## src/inc/dtg_pkg.sv

```systemverilog
// Purpose: Shared constants and types of the dual DAC tone generator
// Assumes: 32-bit register port, byte offsets in 8-bit address
// Notes: Field positions for control, channel and status; reset values for control, tone, channel and direct
package dtg_pkg;
  // Widths
  localparam int DTG_CODE_W = 8;
  localparam int DTG_STEP_W = 16;
  localparam int DTG_NCH = 2;
  localparam int DTG_ADDR_W = 8;
  localparam int DTG_DATA_W = 32;
  localparam int DTG_LUT_W = 6;
  // Register offsets
  localparam logic [7:0] DTG_OFS_CTRL = 8'h00;
  localparam logic [7:0] DTG_OFS_TONE = 8'h04;
  localparam logic [7:0] DTG_OFS_CH0 = 8'h08;
  localparam logic [7:0] DTG_OFS_CH1 = 8'h0C;
  localparam logic [7:0] DTG_OFS_DIRECT = 8'h10;
  localparam logic [7:0] DTG_OFS_TRIG = 8'h14;
  localparam logic [7:0] DTG_OFS_STATUS = 8'h18;
  // Control register fields
  localparam int DTG_CTRL_PWR_LSB = 0;
  localparam int DTG_CTRL_FORCE_BIT = 2;
  localparam int DTG_CTRL_SIMUL_BIT = 3;
  localparam int DTG_CTRL_SRC_LSB = 4;
  localparam int DTG_CTRL_TRG_LSB = 8;
  // Channel configuration fields
  localparam int DTG_CFG_DC_LSB = 0;
  localparam int DTG_CFG_SCALE_LSB = 8;
  localparam int DTG_CFG_PHASE_LSB = 10;
  // Status fields
  localparam int DTG_STAT_ACC_LSB = 16;
  // Reset values
  localparam logic [31:0] DTG_CTRL_RST = 32'h0000_0000;
  localparam logic [15:0] DTG_STEP_RST = 16'h0000;
  localparam logic [11:0] DTG_CFG_RST = 12'h000;
  localparam logic [15:0] DTG_DIRECT_RST = 16'h8080;
  // Code midpoint and limits
  localparam logic signed [9:0] DTG_MID = 10'sh080;
  localparam logic signed [9:0] DTG_MAX = 10'sh0FF;
  // Tone clock rate derived from the system clock
  localparam int DTG_SYS_HZ = 25_000_000;
  localparam int DTG_TONE_HZ = 8_000_000;
  localparam int DTG_RATE_GCD = 1_000_000;
  localparam int DTG_TICK_NUM = DTG_TONE_HZ / DTG_RATE_GCD;
  localparam int DTG_TICK_DEN = DTG_SYS_HZ / DTG_RATE_GCD;
  // Sources and triggers
  typedef enum logic [1:0] {
    DTG_SRC_TONE,
    DTG_SRC_DIRECT,
    DTG_SRC_DMA
  } dtg_src_type;
  typedef enum logic [1:0] {
    DTG_TRG_SW,
    DTG_TRG_SEQ,
    DTG_TRG_TICK
  } dtg_trg_type;
endpackage : dtg_pkg

```

## src/core/dtg_cos_lut.sv

```systemverilog
// Purpose: Cosine lookup over one full turn from a quarter table
// Assumes: Index is quadrant in the top two bits
// Notes: Output is signed, peak 127
`timescale 1ns/1ps
module dtg_cos_lut
  import dtg_pkg::*;
(
  // Phase in
  input wire logic [DTG_LUT_W-1:0] phaseIdx,
  // Sample out
  output logic signed [DTG_CODE_W-1:0] sample
);
  localparam logic [7:0] QTAB [16] = '{
    8'h7F, 8'h7E, 8'h7D, 8'h79, 8'h75, 8'h70, 8'h6A, 8'h62,
    8'h5A, 8'h51, 8'h47, 8'h3C, 8'h31, 8'h25, 8'h19, 8'h0C
  };
  logic [1:0] quad;
  logic [3:0] step;
  logic [7:0] mag;
  // Mirror odd quadrants, negate the middle two
  always_comb begin
    quad = phaseIdx[5:4];
    step = phaseIdx[3:0];
    if (quad[0]) begin
      mag = (step == 4'h0) ? 8'h00 : QTAB[4'(5'h10 - {1'b0, step})];
    end else begin
      mag = QTAB[step];
    end
    if (quad == 2'h1 || quad == 2'h2) begin
      sample = -$signed(mag);
    end else begin
      sample = $signed(mag);
    end
  end
endmodule : dtg_cos_lut

```

## src/core/dtg_dac_front.sv

```systemverilog
// Purpose: Two-channel DAC front end with tone, direct and DMA sources
// Assumes: All inputs synchronous to clk_sys; 25 MHz system clock
// Notes: Read data valid only in the cycle after the read strobe
`timescale 1ns/1ps
//
// Behaviour
// Two 8-bit channels, configured independently
// Channels convert alone or together
// Code from tone, direct register or DMA
// Power bit gates; software or sequencer updates
// Tone frequency is clock times step over 65536
// Tone generator yields cosine codes for either channel
// Scale divides tone by 1, 2, 4, 8
// DC offset added, sum saturates
// Phase shift of 0, 90, 180, 270 degrees
// DMA supplies one sample per update
// Force bit: audio clock and data drive DAC
// 16-bit accumulator adds step each tone tick
module dtg_dac_front
  import dtg_pkg::*;
#(
  parameter int CODE_W = DTG_CODE_W,
  parameter int STEP_W = DTG_STEP_W
) (
  // Clock and reset
  input wire logic clk_sys,
  input wire logic arst_n,
  // Register port
  input wire logic [DTG_ADDR_W-1:0] regAddr,
  input wire logic [DTG_DATA_W-1:0] regWrData,
  input wire logic regWrite,
  input wire logic regRead,
  output logic [DTG_DATA_W-1:0] regRdData,
  // Conversion sequencer
  input wire logic [DTG_NCH-1:0] seqUpdate,
  // Serial audio controller
  input wire logic audioClk,
  input wire logic [2*DTG_CODE_W-1:0] audioData,
  output logic dmaSampleTaken,
  // DAC side
  output logic [DTG_CODE_W-1:0] dacOutputCode0,
  output logic [DTG_CODE_W-1:0] dacOutputCode1,
  output logic [DTG_NCH-1:0] dacChannelPowerUp,
  output logic [DTG_NCH-1:0] dacUpdate
);
  generate
    if (CODE_W != DTG_CODE_W || STEP_W != DTG_STEP_W) begin : g_chk
      $error("dtg_dac_front: only 8-bit codes and 16-bit steps");
    end
  endgenerate

  // Control state
  logic dacDmaSourceSel;
  logic simulMode;
  logic [1:0] srcField [DTG_NCH];
  logic [1:0] trgField [DTG_NCH];
  logic [STEP_W-1:0] toneFreqStep;
  logic [CODE_W-1:0] toneDcOffset [DTG_NCH];
  logic [1:0] toneAmpScale [DTG_NCH];
  logic [1:0] tonePhaseSel [DTG_NCH];
  logic [CODE_W-1:0] dacDirectCodeReg [DTG_NCH];
  logic [DTG_NCH-1:0] swTrig;
  logic [CODE_W-1:0] codeReg [DTG_NCH];

  // Tone clock and generator
  logic [4:0] tickCnt;
  logic [5:0] next_tickSum;
  logic toneTick;
  logic [STEP_W-1:0] phaseAcc;

  // Audio edge and update events
  logic audioClkQ;
  logic audioEdge;
  logic [DTG_NCH-1:0] rawEvt;
  logic [DTG_NCH-1:0] upd;
  logic [DTG_NCH-1:0] takesDma;

  // Per-channel datapath
  logic signed [CODE_W-1:0] toneRaw [DTG_NCH];
  logic signed [CODE_W-1:0] toneScaled [DTG_NCH];
  logic signed [9:0] toneSum [DTG_NCH];
  logic [CODE_W-1:0] toneCode [DTG_NCH];
  logic [CODE_W-1:0] next_code [DTG_NCH];
  dtg_src_type effSrc [DTG_NCH];

  logic wrCtrl;
  logic wrTone;
  logic wrDirect;
  logic wrTrig;
  assign wrCtrl = regWrite && regAddr == DTG_OFS_CTRL;
  assign wrTone = regWrite && regAddr == DTG_OFS_TONE;
  assign wrDirect = regWrite && regAddr == DTG_OFS_DIRECT;
  assign wrTrig = regWrite && regAddr == DTG_OFS_TRIG;

  // Global control
  always_ff @(posedge clk_sys or negedge arst_n) begin
    if (!arst_n) begin
      dacChannelPowerUp <= DTG_CTRL_RST[DTG_CTRL_PWR_LSB +: DTG_NCH];
      dacDmaSourceSel <= DTG_CTRL_RST[DTG_CTRL_FORCE_BIT];
      simulMode <= DTG_CTRL_RST[DTG_CTRL_SIMUL_BIT];
    end else if (wrCtrl) begin
      dacChannelPowerUp <= regWrData[DTG_CTRL_PWR_LSB +: DTG_NCH];
      dacDmaSourceSel <= regWrData[DTG_CTRL_FORCE_BIT];
      simulMode <= regWrData[DTG_CTRL_SIMUL_BIT];
    end
  end

  // Frequency step
  always_ff @(posedge clk_sys or negedge arst_n) begin
    if (!arst_n) begin
      toneFreqStep <= DTG_STEP_RST;
    end else if (wrTone) begin
      toneFreqStep <= regWrData[STEP_W-1:0];
    end
  end

  // Software conversion strobes
  always_ff @(posedge clk_sys or negedge arst_n) begin
    if (!arst_n) begin
      swTrig <= '0;
    end else begin
      swTrig <= wrTrig ? regWrData[DTG_NCH-1:0] : '0;
    end
  end

  // Tone tick at 8/25 of the system rate
  always_comb begin
    next_tickSum = {1'b0, tickCnt} + 6'(DTG_TICK_NUM);
  end
  always_ff @(posedge clk_sys or negedge arst_n) begin
    if (!arst_n) begin
      tickCnt <= '0;
      toneTick <= 1'b0;
    end else if (next_tickSum >= 6'(DTG_TICK_DEN)) begin
      tickCnt <= 5'(next_tickSum - 6'(DTG_TICK_DEN));
      toneTick <= 1'b1;
    end else begin
      tickCnt <= next_tickSum[4:0];
      toneTick <= 1'b0;
    end
  end

  // Phase accumulator wraps modulo 2^16
  always_ff @(posedge clk_sys or negedge arst_n) begin
    if (!arst_n) begin
      phaseAcc <= '0;
    end else if (toneTick) begin
      phaseAcc <= phaseAcc + toneFreqStep; // see R12
    end
  end

  // Audio clock rising edge
  always_ff @(posedge clk_sys or negedge arst_n) begin
    if (!arst_n) begin
      audioClkQ <= 1'b0;
    end else begin
      audioClkQ <= audioClk;
    end
  end
  assign audioEdge = audioClk && !audioClkQ;

  genvar ch;
  generate
    for (ch = 0; ch < DTG_NCH; ch++) begin : g_ch
      logic [1:0] quad;
      logic wrCfg;
      assign wrCfg = regWrite &&
        regAddr == DTG_OFS_CH0 + 8'(4 * ch);

      // Independent per-channel settings
      always_ff @(posedge clk_sys or negedge arst_n) begin
        if (!arst_n) begin
          toneDcOffset[ch] <= DTG_CFG_RST[DTG_CFG_DC_LSB +: CODE_W];
          toneAmpScale[ch] <= DTG_CFG_RST[DTG_CFG_SCALE_LSB +: 2];
          tonePhaseSel[ch] <= DTG_CFG_RST[DTG_CFG_PHASE_LSB +: 2];
        end else if (wrCfg) begin
          toneDcOffset[ch] <= regWrData[DTG_CFG_DC_LSB +: CODE_W];
          toneAmpScale[ch] <= regWrData[DTG_CFG_SCALE_LSB +: 2];
          tonePhaseSel[ch] <= regWrData[DTG_CFG_PHASE_LSB +: 2];
        end
      end

      always_ff @(posedge clk_sys or negedge arst_n) begin
        if (!arst_n) begin
          srcField[ch] <= DTG_CTRL_RST[DTG_CTRL_SRC_LSB + 2*ch +: 2];
          trgField[ch] <= DTG_CTRL_RST[DTG_CTRL_TRG_LSB + 2*ch +: 2];
        end else if (wrCtrl) begin
          srcField[ch] <= regWrData[DTG_CTRL_SRC_LSB + 2*ch +: 2];
          trgField[ch] <= regWrData[DTG_CTRL_TRG_LSB + 2*ch +: 2];
        end
      end

      always_ff @(posedge clk_sys or negedge arst_n) begin
        if (!arst_n) begin
          dacDirectCodeReg[ch] <= DTG_DIRECT_RST[CODE_W*ch +: CODE_W];
        end else if (wrDirect) begin
          dacDirectCodeReg[ch] <= regWrData[CODE_W*ch +: CODE_W];
        end
      end

      // Quadrant shift before lookup
      assign quad = phaseAcc[STEP_W-1 -: 2] + tonePhaseSel[ch];
      dtg_cos_lut u_lut (
        .phaseIdx({quad, phaseAcc[STEP_W-3 -: 4]}),
        .sample(toneRaw[ch])
      );

      // Scale, offset and clamp
      always_comb begin
        toneScaled[ch] = toneRaw[ch] >>> toneAmpScale[ch];
        toneSum[ch] = DTG_MID + 10'(toneScaled[ch]) +
          10'($signed(toneDcOffset[ch]));
        if (toneSum[ch] < 10'sh000) begin
          toneCode[ch] = '0;
        end else if (toneSum[ch] > DTG_MAX) begin
          toneCode[ch] = '1;
        end else begin
          toneCode[ch] = toneSum[ch][CODE_W-1:0];
        end
      end

      // Source choice
      always_comb begin
        if (dacDmaSourceSel) begin
          effSrc[ch] = DTG_SRC_DMA;
        end else begin
          case (srcField[ch])
            DTG_SRC_TONE: effSrc[ch] = DTG_SRC_TONE;
            DTG_SRC_DMA: effSrc[ch] = DTG_SRC_DMA;
            default: effSrc[ch] = DTG_SRC_DIRECT;
          endcase
        end
        case (effSrc[ch])
          DTG_SRC_TONE: next_code[ch] = toneCode[ch];
          DTG_SRC_DMA: next_code[ch] = audioData[CODE_W*ch +: CODE_W];
          default: next_code[ch] = dacDirectCodeReg[ch];
        endcase
      end

      // Trigger choice
      always_comb begin
        if (dacDmaSourceSel) begin
          rawEvt[ch] = audioEdge;
        end else begin
          case (trgField[ch])
            DTG_TRG_SW: rawEvt[ch] = swTrig[ch];
            DTG_TRG_SEQ: rawEvt[ch] = seqUpdate[ch];
            DTG_TRG_TICK: rawEvt[ch] = toneTick;
            default: rawEvt[ch] = 1'b0;
          endcase
        end
      end

      // Powered channels only; together when linked
      assign upd[ch] = dacChannelPowerUp[ch] &&
        (simulMode ? |rawEvt : rawEvt[ch]); // see R02
      assign takesDma[ch] = upd[ch] && effSrc[ch] == DTG_SRC_DMA;

      always_ff @(posedge clk_sys or negedge arst_n) begin
        if (!arst_n) begin
          codeReg[ch] <= DTG_DIRECT_RST[CODE_W*ch +: CODE_W];
        end else if (upd[ch]) begin
          codeReg[ch] <= next_code[ch];
        end
      end
    end
  endgenerate

  assign dacOutputCode0 = codeReg[0];
  assign dacOutputCode1 = codeReg[1];

  // Update and sample strobes
  always_ff @(posedge clk_sys or negedge arst_n) begin
    if (!arst_n) begin
      dacUpdate <= '0;
      dmaSampleTaken <= 1'b0;
    end else begin
      dacUpdate <= upd;
      dmaSampleTaken <= |takesDma;
    end
  end

  // Read data, zero outside the answer cycle
  always_ff @(posedge clk_sys or negedge arst_n) begin
    if (!arst_n) begin
      regRdData <= '0;
    end else if (!regRead) begin
      regRdData <= '0;
    end else begin
      case (regAddr)
        DTG_OFS_CTRL: regRdData <= {20'h0,
          trgField[1], trgField[0], srcField[1], srcField[0],
          simulMode, dacDmaSourceSel, dacChannelPowerUp};
        DTG_OFS_TONE: regRdData <= {16'h0, toneFreqStep};
        DTG_OFS_CH0: regRdData <= {20'h0, tonePhaseSel[0],
          toneAmpScale[0], toneDcOffset[0]};
        DTG_OFS_CH1: regRdData <= {20'h0, tonePhaseSel[1],
          toneAmpScale[1], toneDcOffset[1]};
        DTG_OFS_DIRECT: regRdData <= {16'h0,
          dacDirectCodeReg[1], dacDirectCodeReg[0]};
        DTG_OFS_STATUS: regRdData <= {phaseAcc, codeReg[1], codeReg[0]};
        default: regRdData <= '0;
      endcase
    end
  end
endmodule : dtg_dac_front

```

## config.mk

```make
export PLATFORM = sky130hd
export DESIGN_NAME = dtg_dac_front
export DESIGN_NICKNAME = d
export VERILOG_FILES = /design/src/inc/dtg_pkg.sv /design/src/core/dtg_cos_lut.sv /design/src/core/dtg_dac_front.sv
export SDC_FILE = /design/constraint.sdc
export NUM_CORES = 1
export LEC_CHECK = 0
export BUFFER_PORTS_ARGS = -buffer_cell sky130_fd_sc_hd__buf_2
export CORE_MARGIN = 2
export CORE_UTILIZATION = 39
export CTS_BUF_LIST = sky130_fd_sc_hd__clkbuf_16
export DETAILED_ROUTE_END_ITERATION = 7
export GPL_TIMING_DRIVEN = 0
export PLACE_DENSITY = 0.62
export SLEW_MARGIN = 10
export SYNTH_ARGS = -nofsm -noshare
export SYNTH_HDL_FRONTEND = slang
export SYNTH_SLANG_ARGS = --single-unit
```

## constraint.sdc

```tcl
create_clock -name clk_sys -period 17.8 [get_ports clk_sys]
set_input_delay 0.89 -clock clk_sys [delete_from_list [all_inputs] [get_ports clk_sys]]
set_output_delay 0.89 -clock clk_sys [all_outputs]
set_load 0.02 [all_outputs]
```

==> results of run 1 <==
## worst register-to-register path: stages, from the launching register on
cell and delay (ps):
dfrtp_1 570, inv_1 230, ha_1 300, and2b_4 210, xnor2_4 170, a311o_1 460, o21ai_0 290, ha_1 270
nor3b_1 400, o2bb2ai_1 170, nand2_1 90, o2111a_1 170, a21o_1 170, ha_1 280, ha_1 170, inv_1 50
fa_1 400, nor2b_1 180, o2111ai_1 140, and3_1 190, o21a_1 210, nor4_1 700, o21ai_0 470, a311oi_1 370
a21o_1 120
## stage by stage
stage	util [%]	total power, µW	setup slack (ps)	area [µm²]	std cells
6_report	45.4	1790	10970	11000	1391
2_1_floorplan	-	1200	12160	9470	936
4_1_cts	45.4	1780	11050	11000	1391
3_3_place_gp	43.0	1420	11100	10400	1358
3_5_place_dp	43.1	1440	11060	10400	1359
5_1_grt	45.4	1920	10360	11000	1391
## logic make-up (layout without fill, tap and decap cells)
kind of cell,Yosys count,in the layout,share of synthesized area [%]
flip-flops,144,144,38.1
multiplexers,103,103,12.3
buffers and inverters,91,222,4.31
adder cells (fa/ha/maj),64,64,8.70
AO/OA/AOI/OAI,245,245,18.5
AND/OR/NAND/NOR,243,243,13.2
XOR/XNOR,46,46,4.85
## final cells by class
class,count,area share (%)
Inverter,44,1.63
Tap cell,324,3.70
Sequential cell,144,32.9
Clock buffer,17,3.88
Timing Repair Buffer,99,4.82
Clock inverter,15,1.18
Multi-Input combinational cell,701,49.7
Buffer,47,2.09
## sequential cells by signal, summed over array words and instances (netlist names), 2 cells and up
register / flops
dacChannelPowerUp: 2
dacDirectCodeReg: 16
dacOutputCode0: 8
dacOutputCode1: 8
dacUpdate: 2
phaseAcc: 16
regRdData: 32
srcField: 4
swTrig: 2
tickCnt: 5
toneAmpScale: 4
toneDcOffset: 16
toneFreqStep: 16
tonePhaseSel: 4
trgField: 4
## report_power, final
part	total [µW]	switching [µW]	internal, µW
logic	1060	625	440
registers	382	29.4	352
clock network	341	159	182
total	1790	814	974
## cell usage in the layout (no fill, tap or decap), types with 23 or more instances in the layout
| master | instances |
|---|---|
| nand2_1 | 59 |
| ha_1 | 61 |
| dfrtp_1 | 140 |
| a22oi_1 | 36 |
| nor2_1 | 62 |
| buf_2 | 103 |
| inv_1 | 41 |
| clkbuf_1 | 32 |
| o21ai_0 | 37 |
| a21oi_1 | 38 |
| xnor2_1 | 33 |
| mux2_2 | 75 |
| mux2i_1 | 23 |
## metal layers
metal | GRT usage [%] | vias to the layer above | wire, µm
met5 | 0 | - | 0
met4 | 7.37 | 0 | 644
met3 | 3.84 | 39 | 1740
met2 | 34.8 | 295 | 12700
met1 | 30.9 | 3866 | 12900
li1 | - | 3691 | -
## worst paths after layout
path	from	to	slack, ps
worst max-delay path	phaseAcc[11]	dacOutputCode1[7]	10970
worst min-delay path	arst_n	tickCnt[0]	360
worst max register to register	phaseAcc[11]	dacOutputCode1[7]	10970
worst min register to register	tickCnt[2]	tickCnt[2]	520
max in group asynchronous	arst_n	dacOutputCode0[7]	16600
min in group clk_sys	tickCnt[2]	tickCnt[2]	520
==> impl_metrics.toml, run 1 <==
[min_path]
hp-class = "in2async"

[synth]
netlist_area_um2 = 9470
synth.top_cell.area_share_pct = 37.0
netlist_top_cells_count = "140 x dfrtp_1, 75 x mux2_2, 62 x nor2_1"
synthTopCellsByArea = "dfrtp_1 37%, mux2_2 8.9%, ha_1 8.1%"
synth_nets = 1063
ys_ff_latch = 144
synth_flop_cell = "dfrtp_1"
ys_async_sr_fraction_pct = 100
synth.most_common_cell = "dfrtp_1"
syn-mean-instance-area_um2 = 10.1
synth.distinct_cells = 90
ys_warn_count = 0
synth_cells = 936
yosysTopAreaCell = "dfrtp_1"
synth-edff-count = 0
yosysSeqAreaShare_pct = 38.1

[critical_path]
worst-path-buf-inv = 2
cp-end-kind = "flip-flop"
crit_cells = 24
crit_required_ps = 18180
crit_fanout = 11
arrival_ps = 7200
start_kind = "flip-flop"
critPathTopFamily = "compound AO/OA/AOI/OAI gates"
criticalPathCategory = "reg2reg"
critPathMostFrequentCell = "ha_1"
cp_cell_sequence = "inv_1 -> ha_1 -> and2b_4 -> xnor2_4 -> a311o_1 -> o21ai_0 -> ha_1 -> nor3b_1 -> o2bb2ai_1 -> nand2_1 -> o2111a_1 -> a21o_1 -> ha_1 -> ha_1 -> inv_1 -> fa_1 -> nor2b_1 -> o2111ai_1 -> and3_1 -> o21a_1 -> nor4_1 -> o21ai_0 -> a311oi_1 -> a21o_1"
reg2reg_depth = 24
crit_slowest_cell = "nor4_1"
critPathMaxStageDelay_ps = 700

[global_route]
grt_pass1_vias = 7521
grt_usage_pct = 22.1
grt_pass1_wl_um = 43400
grt_start_max_net_pins = 93
antenna_found_initial = 0
gr-total-overflow = 0

[route]
antenna_left = 0
routedWlPerCell_um = 20.1
via_per_inst = 5.67
dr.pass1.iters = 7
drt_iter0_drc = 583
remaining_drc_errors = 0
drt_wl_total_um = 27900
vias = 7891

[clock_tree]
htreeDepth = 4
cts_buffer_depth = 2
tritoncts = "built"
clkLatencyLatePin_ps = 430
clkSinkCount = 144
cts_setup_buffers = 0
cts_buffers = 17
cts_hold_buf = 0
cts_resized = 0
clkSlewWorstSetupHoldPaths_ps = 70
root_buffer = "clkbuf_16"

[power_and_ir_drop]
irDropWorstVdd_uv = 76.7
power.density_nw_per_um2 = 163
leakagePower_uw = 0.00520

[cells_and_area]
n_fill_cell = 2355
diodes = 0
nets = 1181
multi_input_area_um2 = 5450
drive_gt1_share_pct = 23.7
regArea_um2 = 3610
synthToLayoutAreaGrowth_pct = 15.7

[sta]
fin_crit_ps = 6830
slew_headroom_pct = 21.3
tightest_slew_ps = 1150
finalMaxSlewViolations = 0
rsz0062_at_grt = "no"
setup_viol = 0
skew_ps = 13.4
max_freq_mhz = 147
fin_crit_sh_pct = 38.3
setup_tns_ps = 0
fin_worst_hold_slack_ps = 361
hold_viol = 0

[place]
dp_hpwl_um = 21100
gp_congestion = 0.910
port_buffers = 98

[die]
io_pins = 116
initial_core_util_pct = 39.3
die_y_um = 160
die_x_um = 160
rows = 57
die_area_um2 = 25500
core_area_um2 = 24100

[flow_run]
cap_violations = 0

[run_status]
status = "finished clean"
(Power assumes the default switching activity.)
==> inputs of run 2 (changes only) <==
PLACE_DENSITY = 0.64   (was 0.62)
clock period = 5.85 ns   (was 17.8 ns; I/O delays follow)
==> impl_metrics.toml, run 2 (synthesis gave the netlist of run 1 again) <==
[sta]
skew_ps = 13.6
setup_viol = 0
hold_viol = 0
setup_tns_ps = 0
fin_crit_sh_pct = 96.4
fin_ws_ps = 211
finalMaxSlewViolations = 0
tightest_slew_ps = 747
fin_crit_ps = 5640
fin_worst_hold_slack_ps = 132
max_freq_mhz = 177
slew_headroom_pct = 50.2

[cells_and_area]
n_fill_cell = 2363
final_cell_mix = "138 x dfrtp_1, 101 x buf_2, 75 x mux2_2"
synthToLayoutAreaGrowth_pct = 20.0
layout_commonest_cell = "dfrtp_1"
top_register = "regRdData"
largest_reg_flops = 32
multi_input_area_um2 = 5660
regArea_um2 = 3610
drive_gt1_share_pct = 28.0
nets = 1204

[global_route]
grtUsageMet2_pct = 33.2
antenna_found_initial = 1
gr-usage-met3_pct = 3.56
grt_usage_pct = 21.8
gr-total-overflow = 0
grtUsageMet1_pct = 31.1
grt_start_max_net_pins = 78
grt_pass1_vias = 7658
grt-busiest-layer = "met2"
grt_pass1_wl_um = 43100

[power_and_ir_drop]
clockPowerShare_pct = 17.5
comb_power_share_pct = 62.8
p_int_uw = 3260
irDropWorstVdd_uv = 260
power.density_nw_per_um2 = 518
p_total_uw = 5890
p_switching_uw = 2630
leakagePower_uw = 0.00537
power_switching_share_pct = 44.6
pwr-share-seq_pct = 19.7

[critical_path]
crit_required_ps = 6190
crit_start = "phaseAcc[10]"
arrival_ps = 5980
start_kind = "flip-flop"
r2r_start = "phaseAcc[10]"
cp-end-kind = "flip-flop"
crit_fanout = 10
reg2reg_depth = 23
criticalPathCategory = "reg2reg"

[min_path]
min_path_cells = 2
hold_start = "regWrData[14]"
hp-class = "in2reg"

[clock_tree]
clkLatencyLatePin_ps = 430
clkSlewWorstSetupHoldPaths_ps = 60
tritoncts = "built"
clkSinkCount = 144
cts_buffer_depth = 2
cts_buffers = 17
htreeDepth = 4
root_buffer = "clkbuf_16"

[route]
via_per_inst = 5.64
drt_iter0_drc = 622
drt_wl_total_um = 27900
vias = 7986
antenna_left = 0
routedWlPerCell_um = 19.7
remaining_drc_errors = 0
dr.pass1.iters = 5

[place]
gp_congestion = 0.910
dp_hpwl_um = 20500
port_buffers = 98
dp_slack_ps = -1110

[die]
io_pins = 116
core_area_um2 = 24100
die_x_um = 160
rows = 57
initial_core_util_pct = 39.3
die_area_um2 = 25500
die_y_um = 160

[flow_run]
cap_violations = 0

[run_status]
status = "finished clean"
[run 2: area by class of cell]
class / instances / area share [%]
Buffer: 44 / 1.96
Multi-Input combinational cell: 701 / 49.8
Clock buffer: 17 / 3.74
Tap cell: 324 / 3.57
Antenna cell: 1 / 0.0220
Timing Repair Buffer: 125 / 6.41
Sequential cell: 144 / 31.8
Clock inverter: 15 / 1.06
Inverter: 44 / 1.64
[run 2: final timing paths]
check	to	slack, ps
max	dacOutputCode0[6]	210
min	dacDirectCodeReg[6]	130
max reg2reg	dacOutputCode0[6]	210
min reg2reg	tickCnt[2]	520
max in group asynchronous	phaseAcc[11]	4690
min in group asynchronous	tickCnt[2]	390
[run 2: per-layer routing]
metal | wire [µm] | part of all wire (%)
met4 | 851 | 3.0
met2 | 12600 | 45
met1 | 12700 | 45
met5 | 0 | 0
met3 | 1790 | 6.4
[run 2: timing repair]
action                                  4_1_cts  5_1_grt
cloned                                        0        0
endpoints found under the setup margin       16       16
endpoints found under the hold margin        65        0
hold buffers                                  2        0
buffers inserted                              5       19
pin swaps                                     6       16
resized for setup                            24       30
[run 2: critical path, cell delays in order (launching register included)]
cell and delay [ps]:
dfrtp_2 470, inv_4 70, ha_1 310, clkbuf_4 210
a21boi_1 200, o311ai_2 120, a211oi_4 350, mux2i_4 130
buf_4 160, buf_4 140, a31oi_1 210, o22ai_1 130
or4_1 500, o21ai_2 120, ha_1 300, fa_2 410
a21o_1 200, a21oi_2 180, o21bai_2 130, a2111oi_4 390
nor3_2 110, nand4b_1 310, a21o_1 250, a31oi_1 140
[run 2: power groups by stage]
stage | logic (µW) | registers (µW) | clock network (µW)
finish | 3700 | 1160 | 1030
global route | 4050 | 1170 | 1090
CTS | 3360 | 1160 | 1040
detailed placement | 3170 | 1180 | 0
global placement | 3120 | 1180 | 0
floorplan | 2490 | 1150 | 0
[run 2: through the flow]
| step | cell area [µm²] | utilization [%] | instances |
|---|---|---|---|
| 3_5_place_dp | 10400 | 43.1 | 1359 |
| 6_report | 11400 | 47.1 | 1415 |
| 2_1_floorplan | 9470 | - | 936 |
| 3_3_place_gp | 10400 | 43.0 | 1358 |
| 4_1_cts | 11100 | 46.1 | 1397 |
| 5_1_grt | 11400 | 47.1 | 1414 |
